==> src/pkg/shi_cfg.svh <==
`ifndef SHI_CFG_SVH
`define SHI_CFG_SVH

// Device register selects, driven on the three select pins
`define SHI_DEV_DATA        3'h0
`define SHI_DEV_INIT_CMD    3'h1
`define SHI_DEV_MODE        3'h2
`define SHI_DEV_TGT_CMD     3'h3
`define SHI_DEV_LINES_ID    3'h4
`define SHI_DEV_DMA_STAT    3'h5
`define SHI_DEV_IN_TRECV    3'h6
`define SHI_DEV_CLR_IRECV   3'h7

// Controller register byte addresses on the software port
`define SHI_SW_DEV_ADDR     8'h00
`define SHI_SW_DEV_WDATA    8'h04
`define SHI_SW_CTRL         8'h08
`define SHI_SW_STATUS       8'h0C
`define SHI_SW_RDATA        8'h10
`define SHI_SW_DMA_CFG      8'h14
`define SHI_SW_DMA_COUNT    8'h18
`define SHI_SW_BUF_BASE     8'h40
`define SHI_SW_BUF_MASK     8'hC0

// Field positions
`define SHI_CTRL_WR_GO      0
`define SHI_CTRL_RD_GO      1
`define SHI_CTRL_RST_GO     2
`define SHI_CTRL_DMA_GO     3
`define SHI_CTRL_ABORT      4
`define SHI_CFG_DIR_RD      0
`define SHI_CFG_BURST       1
`define SHI_CFG_FIN_LAST    2
`define SHI_ST_BUSY         0
`define SHI_ST_DONE         1
`define SHI_ST_IRQ          2
`define SHI_ST_XREQ         3
`define SHI_ST_READY        4

// Reset values
`define SHI_DEV_ADDR_RST    4'h0
`define SHI_BYTE_RST        8'h00
`define SHI_CFG_RST         3'h0
`define SHI_COUNT_RST       5'h00

// Timing, ns at a clock period of SHI_CLK_NS
`define SHI_CLK_NS          8
`define SHI_SETUP_NS        16
`define SHI_STB_NS          96
`define SHI_HOLD_NS         16
`define SHI_RST_NS          400
`define SHI_SETUP_CYC ((`SHI_SETUP_NS + `SHI_CLK_NS - 1) / `SHI_CLK_NS)
`define SHI_STB_CYC   ((`SHI_STB_NS + `SHI_CLK_NS - 1) / `SHI_CLK_NS)
`define SHI_HOLD_CYC  ((`SHI_HOLD_NS + `SHI_CLK_NS - 1) / `SHI_CLK_NS)
`define SHI_RST_CYC   ((`SHI_RST_NS + `SHI_CLK_NS - 1) / `SHI_CLK_NS)

`define SHI_BUF_DEPTH       16

`endif

==> src/pkg/shi_pkg.sv <==
package shi_pkg;

    typedef enum logic [2:0] {
        SHI_ST_RST   = 3'b000,
        SHI_ST_IDLE  = 3'b001,
        SHI_ST_SETUP = 3'b010,
        SHI_ST_STB   = 3'b011,
        SHI_ST_HOLD  = 3'b100,
        SHI_ST_DWAIT = 3'b101
    } shi_state_t;

    // Pins driven toward the controller chip
    typedef struct packed {
        logic       chip_reset;
        logic       cs_n;
        logic       host_read_strobe_n;
        logic       host_write_strobe_n;
        logic       transfer_acknowledge_n;
        logic       end_of_process_n;
        logic [2:0] register_select;
        logic [7:0] host_data_o;
        logic       host_data_oe;
    } shi_dev_out_t;

    // Pins coming back from the controller chip
    typedef struct packed {
        logic [7:0] host_data_i;
        logic       transfer_request;
        logic       irq;
        logic       ready;
    } shi_dev_in_t;

endpackage

==> src/verilog/shi_host.sv <==
`timescale 1ns/1ps
`include "shi_cfg.svh"
// Behaviour
// - Initiator asserts ACK only after REQ, releases it after REQ drops.
// - Target starts each handshake with REQ and drops it on ACK.
// - Only the target drives I/O; it sets direction and selection type.
// - Only the target drives C/D: low data phase, high control phase.
// - SEL selects a target, or lets a target reselect an initiator.
// - ATN driven only by the initiator after successful selection.
// - BSY shows the bus in use; either party may drive it.
// - Acknowledge with a strobe selects data; chip select stays high.
// - Normal byte ends as acknowledge rises; burst byte ends with strobe.
// - End-of-process blocks more cycles; host clears DMA enable itself.
module shi_host
    import shi_pkg::*;
(
    input  wire logic          ref_clk,
    input  wire logic          sys_rst,
    input  wire logic [7:0]    sw_addr,
    input  wire logic [31:0]   sw_wdata,
    input  wire logic          sw_wr,
    input  wire logic          sw_rd,
    output logic      [31:0]   sw_rdata,
    input  wire shi_dev_in_t   dev_in,
    output shi_dev_out_t       dev_out
);

    shi_state_t    state_reg;
    shi_state_t    state_next;
    logic [7:0]    cnt_reg;
    logic [7:0]    cnt_next;
    logic          dma_reg;
    logic          dma_next;
    logic          is_wr_reg;
    logic          is_wr_next;
    logic          burst_on_reg;
    logic [4:0]    rem_reg;
    logic [3:0]    idx_reg;
    logic [3:0]    dev_addr_reg;
    logic [7:0]    dev_wdata_reg;
    logic [7:0]    rdata_reg;
    logic [2:0]    cfg_reg;
    logic          done_reg;
    shi_dev_in_t   in_reg;
    shi_dev_out_t  pins_next;
    logic [7:0]    buf_mem [0:`SHI_BUF_DEPTH-1];

    logic          wr_ctrl;
    logic          wr_go;
    logic          rd_go;
    logic          rst_go;
    logic          dma_go;
    logic          abort;
    logic          strobe_end;
    logic          byte_end;
    logic          done_evt;
    logic          last_byte;
    logic          dma_ok;
    logic          buf_sel;
    logic          in_cycle;

    assign wr_ctrl    = sw_wr && (sw_addr == `SHI_SW_CTRL);
    assign wr_go      = wr_ctrl && sw_wdata[`SHI_CTRL_WR_GO];
    assign rd_go      = wr_ctrl && sw_wdata[`SHI_CTRL_RD_GO];
    assign rst_go     = wr_ctrl && sw_wdata[`SHI_CTRL_RST_GO];
    assign dma_go     = wr_ctrl && sw_wdata[`SHI_CTRL_DMA_GO];
    assign abort      = wr_ctrl && sw_wdata[`SHI_CTRL_ABORT];
    assign strobe_end = (state_reg == SHI_ST_STB) && (cnt_reg == 8'h00);
    assign byte_end   = (state_reg == SHI_ST_HOLD) && (cnt_reg == 8'h00);
    assign last_byte  = (rem_reg == 5'h01);
    assign buf_sel    = (sw_addr & `SHI_SW_BUF_MASK) == `SHI_SW_BUF_BASE;
    assign done_evt   = byte_end && (!dma_reg || last_byte);

    // Normal DMA waits for a request; burst waits on ready once acknowledged
    assign dma_ok = (cfg_reg[`SHI_CFG_BURST] && burst_on_reg) ?
                    in_reg.ready :
                    in_reg.transfer_request;

    // Inputs are registered once before any decision looks at them
    always_ff @(posedge ref_clk or posedge sys_rst) begin
        if (sys_rst) begin
            in_reg <= '0;
        end else begin
            in_reg <= dev_in;
        end
    end

    always_comb begin
        state_next = state_reg;
        cnt_next   = (cnt_reg != 8'h00) ? cnt_reg - 8'h01 : 8'h00;
        dma_next   = dma_reg;
        is_wr_next = is_wr_reg;
        unique case (state_reg)
            SHI_ST_RST: begin
                if (cnt_reg == 8'h00) begin
                    state_next = SHI_ST_IDLE;
                end
            end
            SHI_ST_IDLE: begin
                if (rst_go) begin
                    state_next = SHI_ST_RST;
                    cnt_next   = 8'(`SHI_RST_CYC - 1);
                end else if (wr_go || rd_go) begin
                    state_next = SHI_ST_SETUP;
                    cnt_next   = 8'(`SHI_SETUP_CYC - 1);
                    dma_next   = 1'b0;
                    is_wr_next = wr_go;
                end else if (dma_go && (rem_reg != 5'h00)) begin
                    state_next = SHI_ST_DWAIT;
                    dma_next   = 1'b1;
                    is_wr_next = !cfg_reg[`SHI_CFG_DIR_RD];
                end
            end
            SHI_ST_DWAIT: begin
                if (abort) begin
                    state_next = SHI_ST_IDLE;
                end else if (dma_ok) begin
                    state_next = SHI_ST_SETUP;
                    cnt_next   = 8'(`SHI_SETUP_CYC - 1);
                end
            end
            SHI_ST_SETUP: begin
                if (cnt_reg == 8'h00) begin
                    state_next = SHI_ST_STB;
                    cnt_next   = 8'(`SHI_STB_CYC - 1);
                end
            end
            SHI_ST_STB: begin
                if (cnt_reg == 8'h00) begin
                    state_next = SHI_ST_HOLD;
                    cnt_next   = 8'(`SHI_HOLD_CYC - 1);
                end
            end
            SHI_ST_HOLD: begin
                if (cnt_reg == 8'h00) begin
                    // After an end-of-process byte no further cycle is run
                    if (!dma_reg || last_byte) begin
                        state_next = SHI_ST_IDLE;
                    end else begin
                        state_next = SHI_ST_DWAIT;
                    end
                end
            end
            default: begin
                state_next = SHI_ST_IDLE;
            end
        endcase
    end

    always_ff @(posedge ref_clk or posedge sys_rst) begin
        if (sys_rst) begin
            state_reg <= SHI_ST_RST;
            cnt_reg   <= 8'(`SHI_RST_CYC - 1);
            dma_reg   <= 1'b0;
            is_wr_reg <= 1'b0;
        end else begin
            state_reg <= state_next;
            cnt_reg   <= cnt_next;
            dma_reg   <= dma_next;
            is_wr_reg <= is_wr_next;
        end
    end

    // Pin image follows the next state so the pins line up with state_reg
    always_comb begin
        in_cycle  = (state_next == SHI_ST_SETUP) ||
                    (state_next == SHI_ST_STB) ||
                    (state_next == SHI_ST_HOLD);
        pins_next = '0;
        pins_next.chip_reset = (state_next == SHI_ST_RST);
        // Data accesses under acknowledge leave chip select high
        pins_next.cs_n = !(in_cycle && !dma_next);
        pins_next.register_select = dma_next ?
                                    `SHI_DEV_DATA :
                                    dev_addr_reg[2:0];
        // Strobe type acts as the fourth address bit
        pins_next.host_read_strobe_n  =
            !((state_next == SHI_ST_STB) && !is_wr_next);
        pins_next.host_write_strobe_n =
            !((state_next == SHI_ST_STB) && is_wr_next);
        // Normal: acknowledge rises after the strobe, ending the byte.
        // Burst: acknowledge stays low between bytes, even as one ends.
        pins_next.transfer_acknowledge_n =
            !(dma_next && (in_cycle ||
              ((state_next == SHI_ST_DWAIT) &&
               (burst_on_reg || byte_end) &&
               cfg_reg[`SHI_CFG_BURST])));
        pins_next.end_of_process_n =
            !((state_next == SHI_ST_STB) && dma_next && last_byte &&
              cfg_reg[`SHI_CFG_FIN_LAST]);
        pins_next.host_data_oe = in_cycle && is_wr_next;
        pins_next.host_data_o  = dma_next ? buf_mem[idx_reg] :
                                 dev_wdata_reg;
    end

    always_ff @(posedge ref_clk or posedge sys_rst) begin
        if (sys_rst) begin
            dev_out <= '{chip_reset: 1'b1, cs_n: 1'b1,
                         host_read_strobe_n: 1'b1,
                         host_write_strobe_n: 1'b1,
                         transfer_acknowledge_n: 1'b1,
                         end_of_process_n: 1'b1,
                         default: '0};
        end else begin
            dev_out <= pins_next;
        end
    end

    // Transfer progress: remaining count, buffer index, burst hold
    always_ff @(posedge ref_clk or posedge sys_rst) begin
        if (sys_rst) begin
            rem_reg      <= `SHI_COUNT_RST;
            idx_reg      <= 4'h0;
            burst_on_reg <= 1'b0;
        end else if (state_reg == SHI_ST_IDLE) begin
            burst_on_reg <= 1'b0;
            if (sw_wr && (sw_addr == `SHI_SW_DMA_COUNT)) begin
                rem_reg <= sw_wdata[4:0];
                idx_reg <= 4'h0;
            end
        end else if (abort && (state_reg == SHI_ST_DWAIT)) begin
            burst_on_reg <= 1'b0;
        end else if (byte_end && dma_reg) begin
            rem_reg      <= rem_reg - 5'h01;
            idx_reg      <= idx_reg + 4'h1;
            burst_on_reg <= cfg_reg[`SHI_CFG_BURST];
        end
    end

    // Software settings
    always_ff @(posedge ref_clk or posedge sys_rst) begin
        if (sys_rst) begin
            dev_addr_reg  <= `SHI_DEV_ADDR_RST;
            dev_wdata_reg <= `SHI_BYTE_RST;
            cfg_reg       <= `SHI_CFG_RST;
        end else if (sw_wr && (state_reg == SHI_ST_IDLE)) begin
            if (sw_addr == `SHI_SW_DEV_ADDR) begin
                dev_addr_reg <= sw_wdata[3:0];
            end
            if (sw_addr == `SHI_SW_DEV_WDATA) begin
                dev_wdata_reg <= sw_wdata[7:0];
            end
            if (sw_addr == `SHI_SW_DMA_CFG) begin
                cfg_reg <= sw_wdata[2:0];
            end
        end
    end

    // Done flag: completion in the clearing cycle wins
    always_ff @(posedge ref_clk or posedge sys_rst) begin
        if (sys_rst) begin
            done_reg <= 1'b0;
        end else if (done_evt) begin
            done_reg <= 1'b1;
        end else if (sw_wr && (sw_addr == `SHI_SW_STATUS) &&
                     sw_wdata[`SHI_ST_DONE]) begin
            done_reg <= 1'b0;
        end
    end

    // Read data sampled on the last strobe cycle
    always_ff @(posedge ref_clk or posedge sys_rst) begin
        if (sys_rst) begin
            rdata_reg <= `SHI_BYTE_RST;
        end else if (strobe_end && !is_wr_reg) begin
            rdata_reg <= in_reg.host_data_i;
        end
    end

    // Byte buffer for DMA; captured bytes take priority over software
    always_ff @(posedge ref_clk) begin
        if (strobe_end && !is_wr_reg && dma_reg) begin
            buf_mem[idx_reg] <= in_reg.host_data_i;
        end else if (sw_wr && buf_sel) begin
            buf_mem[sw_addr[5:2]] <= sw_wdata[7:0];
        end
    end

    always_ff @(posedge ref_clk or posedge sys_rst) begin
        if (sys_rst) begin
            sw_rdata <= 32'h0000_0000;
        end else if (sw_rd) begin
            sw_rdata <= 32'h0000_0000;
            if (buf_sel) begin
                sw_rdata[7:0] <= buf_mem[sw_addr[5:2]];
            end else begin
                unique case (sw_addr)
                    `SHI_SW_DEV_ADDR:  sw_rdata[3:0] <= dev_addr_reg;
                    `SHI_SW_DEV_WDATA: sw_rdata[7:0] <= dev_wdata_reg;
                    `SHI_SW_STATUS: begin
                        sw_rdata[`SHI_ST_BUSY]  <=
                            (state_reg != SHI_ST_IDLE);
                        sw_rdata[`SHI_ST_DONE]  <= done_reg;
                        sw_rdata[`SHI_ST_IRQ]   <= in_reg.irq;
                        sw_rdata[`SHI_ST_XREQ]  <=
                            in_reg.transfer_request;
                        sw_rdata[`SHI_ST_READY] <= in_reg.ready;
                    end
                    `SHI_SW_RDATA:     sw_rdata[7:0] <= rdata_reg;
                    `SHI_SW_DMA_CFG:   sw_rdata[2:0] <= cfg_reg;
                    `SHI_SW_DMA_COUNT: sw_rdata[4:0] <= rem_reg;
                    default:           sw_rdata <= 32'h0000_0000;
                endcase
            end
        end else begin
            sw_rdata <= 32'h0000_0000;
        end
    end

endmodule

==> config.mk <==
export PLATFORM = sky130hd
export DESIGN_NAME = shi_host
export DESIGN_NICKNAME = d
export VERILOG_FILES = /design/src/pkg/shi_pkg.sv /design/src/verilog/shi_host.sv
export VERILOG_INCLUDE_DIRS = /design/src /design/src/pkg
export SDC_FILE = /design/constraint.sdc
export NUM_CORES = 1
export LEC_CHECK = 0
export BUFFER_PORTS_ARGS = -buffer_cell sky130_fd_sc_hd__buf_2
export CAP_MARGIN = 10
export CORE_UTILIZATION = 50
export CTS_CLUSTER_SIZE = 30
export DETAILED_ROUTE_END_ITERATION = 10
export MAX_ROUTING_LAYER = met4
export PLACE_DENSITY = 0.75
export SLEW_MARGIN = 30
export SYNTH_ARGS = -nofsm -noshare
export SYNTH_HDL_FRONTEND = slang
export SYNTH_SLANG_ARGS = --single-unit
==> constraint.sdc <==
create_clock -name ref_clk -period 4.8 [get_ports ref_clk]
set_clock_uncertainty 0.2 [all_clocks]
set_input_delay 0.24 -clock ref_clk [delete_from_list [all_inputs] [get_ports ref_clk]]
set_output_delay 0.24 -clock ref_clk [all_outputs]
set_load 0.01 [all_outputs]
==> results by group <==
Status
  – Status: finished, final reports clean

Timing
  – Final Hold Vio Count: 0
  – FMAX: 0.2611 GHz
  – Slew @ Worst Pin: 1.013 ns
  – Final min period: 3.829 ns
  – Relative slew margins: 32.24%
  – Pins Over Slew Limit: 0
  – Final setup viols: 0
  – Setup TNS Final: 0 ns
  – Period utilization: 79.78%
  – RSZ-0062 raised after global routing: false

Logic synthesis
  – Synth area leaders: edfxtp_1 38%, dfrtp_1 18%, mux4_2 17%, mux2_2 4.8%, dfstp_2 2.3%
  – Adder-Cell Fraction of Synth Area: 0.6140%
  – Flops & latches, synth: 212
  – Post-Syn Instances: 657
  – Synth Area in Compound Gates: 5.158%
  – Prevailing post-synth register cell: edfxtp_1
  – Distinct cells, synth: 65
  – Mapped cell area: 0.01019 mm2
  – XOR/XNOR Fraction of Synth Area: 0.3439%
  – Post-synth EDFFs: 128
  – Top cells by count, synth: 128 x edfxtp_1, 79 x mux4_2, 75 x dfrtp_1, 50 x nor2_1, 43 x mux2_2
  – Most common cell in the netlist: edfxtp_1
  – Main combinational cell family by area after synthesis: multiplexers
  – Avg Cell Area, Syn: 15.51 um2
  – Fraction of registers with async set or reset after synthesis: 39.62%
  – Post-synthesis sequential area ratio: 58.47%
  – Multiplexer share of the synthesized area: 22.96%
  – Synth top area share: 37.73%
  – Dominant cell type by area after synthesis: edfxtp_1
  – Post-Synth Simple-Gate Area: 7.945%
  – Yosys warns: 0

Clock tree
  – Setup Buffers After CTS: 0
  – Clock root cell: clkbuf_16
  – Longest Clk Path Bufs: 3
  – Max H-tree Level: 1
  – Total CTS buffers: 22
  – Post-CTS sizing: 0
  – Clk sink count: 212
  – Clk slew on worst S/H paths: 0.06 ns
  – Worst skew pair latency: 0.51 ns
  – CTS tree: built

Power
  – P_sw: 1.164 mW
  – Gate power share: 14.3%
  – Max VDD drop: 0.1844 mV
  – Clock share of power: 38.3%
  – LEAKAGE: 4.385 nW
  – P per Cell Area: 389.9 mW/mm2
  – Pint: 3.330 mW
  – Sw Ratio: 25.91%
  – Part of the power in registers: 47.4%

Route
  – DRC: 0
  – Total Wirelength: 24,320 um
  – Routed vias/inst: 6.219
  – Final antenna-violating net count: 0
  – Via count: 6,294
  – Initial drt markers: 338
  – DR pass1 iterations: 5
  – Post-DR wirelength/cell: 24.03 um

Global route
  – Total GRT Usage: 25.26%
  – First-pass GRT wire length: 37,870 um
  – Total grt overflow: 0
  – Largest net degree at the start of global routing: 48
  – Initial antenna violation count: 0
  – Vias in the first global route: 6,369

Job
  – Max_cap viols: 0

Setup path
  – WS Path Type: reg -> reg
  – Buf/Inv on CP: 1
  – Setup crit start: cnt_reg[0]
  – Critical Path RT: 4.73 ns
  – Crit path cell chain: inv_1 > ha_1 > nor4b_4 > and4_1 > a21oi_2 > a21oi_1 > nor2_1
  – Worst reg2reg startpoint: cnt_reg[0]
  – Cells on worst reg2reg path: 7
  – Setup crit end kind: flop
  – Worst Path Arrival: 3.76 ns
  – R2R Setup Slk: 0.97 ns
  – Worst setup SP type: flop
  – Slowest-stage cell, CP: nor2_1
  – Slowest stage delay, CP: 0.83 ns
  – Cell family with most CP delay: simple AND/OR/NAND/NOR gates
  – Highest net fanout along the worst path: 16
  – Reg2reg end: buf_mem[7][0]

Cells and area
  – Layout Utilization: 58.46%
  – # nets final: 791
  – Area grow syn2layout: 13.14%
  – Max FFs per register: 128
  – Fraction of layout cells with a size suffix above 1: 33.33%
  – ANT cells: 0

Place
  – # port buffers: 56
  – GPL Wtd Cong: 0.9523
  – Dpl hpwl: 17,210 um

Die
  – Die Y: 144.8 um
  – Initial Util: 51.67%
  – Io pins: 105
  – Core area: 0.01972 mm2
  – Die X: 144.8 um
  – Die area: 0.02095 mm2
  – Row count: 51

Min path
  – Min-delay worst type: in -> reg
  – Hold Path Cell Cnt: 5
  – Hold_sp: sw_addr[1]
  – Worst Hold Path EP: burst_on_reg
power by group through the flow:
| stage | clock (mW) | combinational (mW) | sequential, mW |
|---|---|---|---|
| 6_report | 1.72 | 0.641 | 2.13 |
| 5_1_grt | 1.80 | 0.704 | 2.14 |
| 4_1_cts | 1.74 | 0.641 | 2.13 |
| 3_3_place_gp | 0 | 0.593 | 2.16 |
| 2_1_floorplan | 0 | 0.484 | 2.13 |
| 3_5_place_dp | 0 | 0.625 | 2.16 |
worst max path at each step:
stage	end	slack (ns)	depth (start not counted)
5_1_grt	buf_mem[13][6]	0.83	7
3_3_place_gp	buf_mem[12][7]	1.15	7
2_1_floorplan	buf_mem[6][0]	1.95	9
3_5_place_dp	buf_mem[1][7]	1.01	7
4_1_cts	buf_mem[1][5]	0.98	7
6_report	buf_mem[7][0]	0.97	7
stage by stage:
stage | power, mW | setup slack (ns) | instances | cell area, um2 | hold slack (ns)
after detailed placement | 2.789 | 1.011 | 950 | 10580 | 0.1497
final | 4.495 | 0.9705 | 1012 | 11530 | 0.08859
after floorplan | 2.613 | 1.951 | 680 | 10270 | 0.07143
after CTS | 4.514 | 0.9770 | 1012 | 11520 | 0.06728
after global placement | 2.752 | 1.154 | 950 | 10580 | 0.1489
after global routing | 4.649 | 0.8293 | 1012 | 11530 | 0.1445
per-layer routing:
| metal | vias to the layer above | share of wire [%] | track usage [%] |
|---|---|---|---|
| met5 | - | 0 | - |
| met2 | 334 | 49 | 40.16 |
| li1 | 2679 | - | - |
| met4 | 0 | 3.6 | 9.363 |
| met3 | 71 | 7.0 | 4.442 |
| met1 | 3210 | 40 | 32.74 |
layout by cell type (no fill, tap or decap), drive strengths merged, types with 9 or more instances in the layout:
cell type and count:
nor2 52, dlygate4sd3 22, nor3 15, o21ai 21
nand2 23, clkbuf 32, a22oi 12, dfrtp 75
inv 21, a21oi 22, conb 24, mux4 80
edfxtp 128, nand4 9, buf 64, dfstp 9
mux2 43, nor2b 10
final cells by class:
type,instances,area (um2)
clock buffers,32,639.4
multi-input cells,387,3865
repair buffers,86,560.5
clock inverters,8,88.84
fillers,1471,8190
flip-flops and latches,212,5958
inverters,22,83.83
well taps,265,331.6
worst min-delay path, cell delays in order:
cell     delay, ns
buf_2         0.11
nor4_4        0.06
nand4_1       0.13
a21oi_1       0.08
nor2_1        0.11
cells by family after synthesis:
group / Yosys count
compound gates: 82
fa+ha+maj: 5
simple gates: 144
xor+xnor: 4
flops: 212
buf+inv: 81
other cells: 1
mux: 128
what timing repair did:
action | CTS | global route
hold buffers | 22 | 0
hold endpoints to repair | 77 | 0
setup endpoints to repair | 0 | 0
Power figures use the tool's default switching activity.
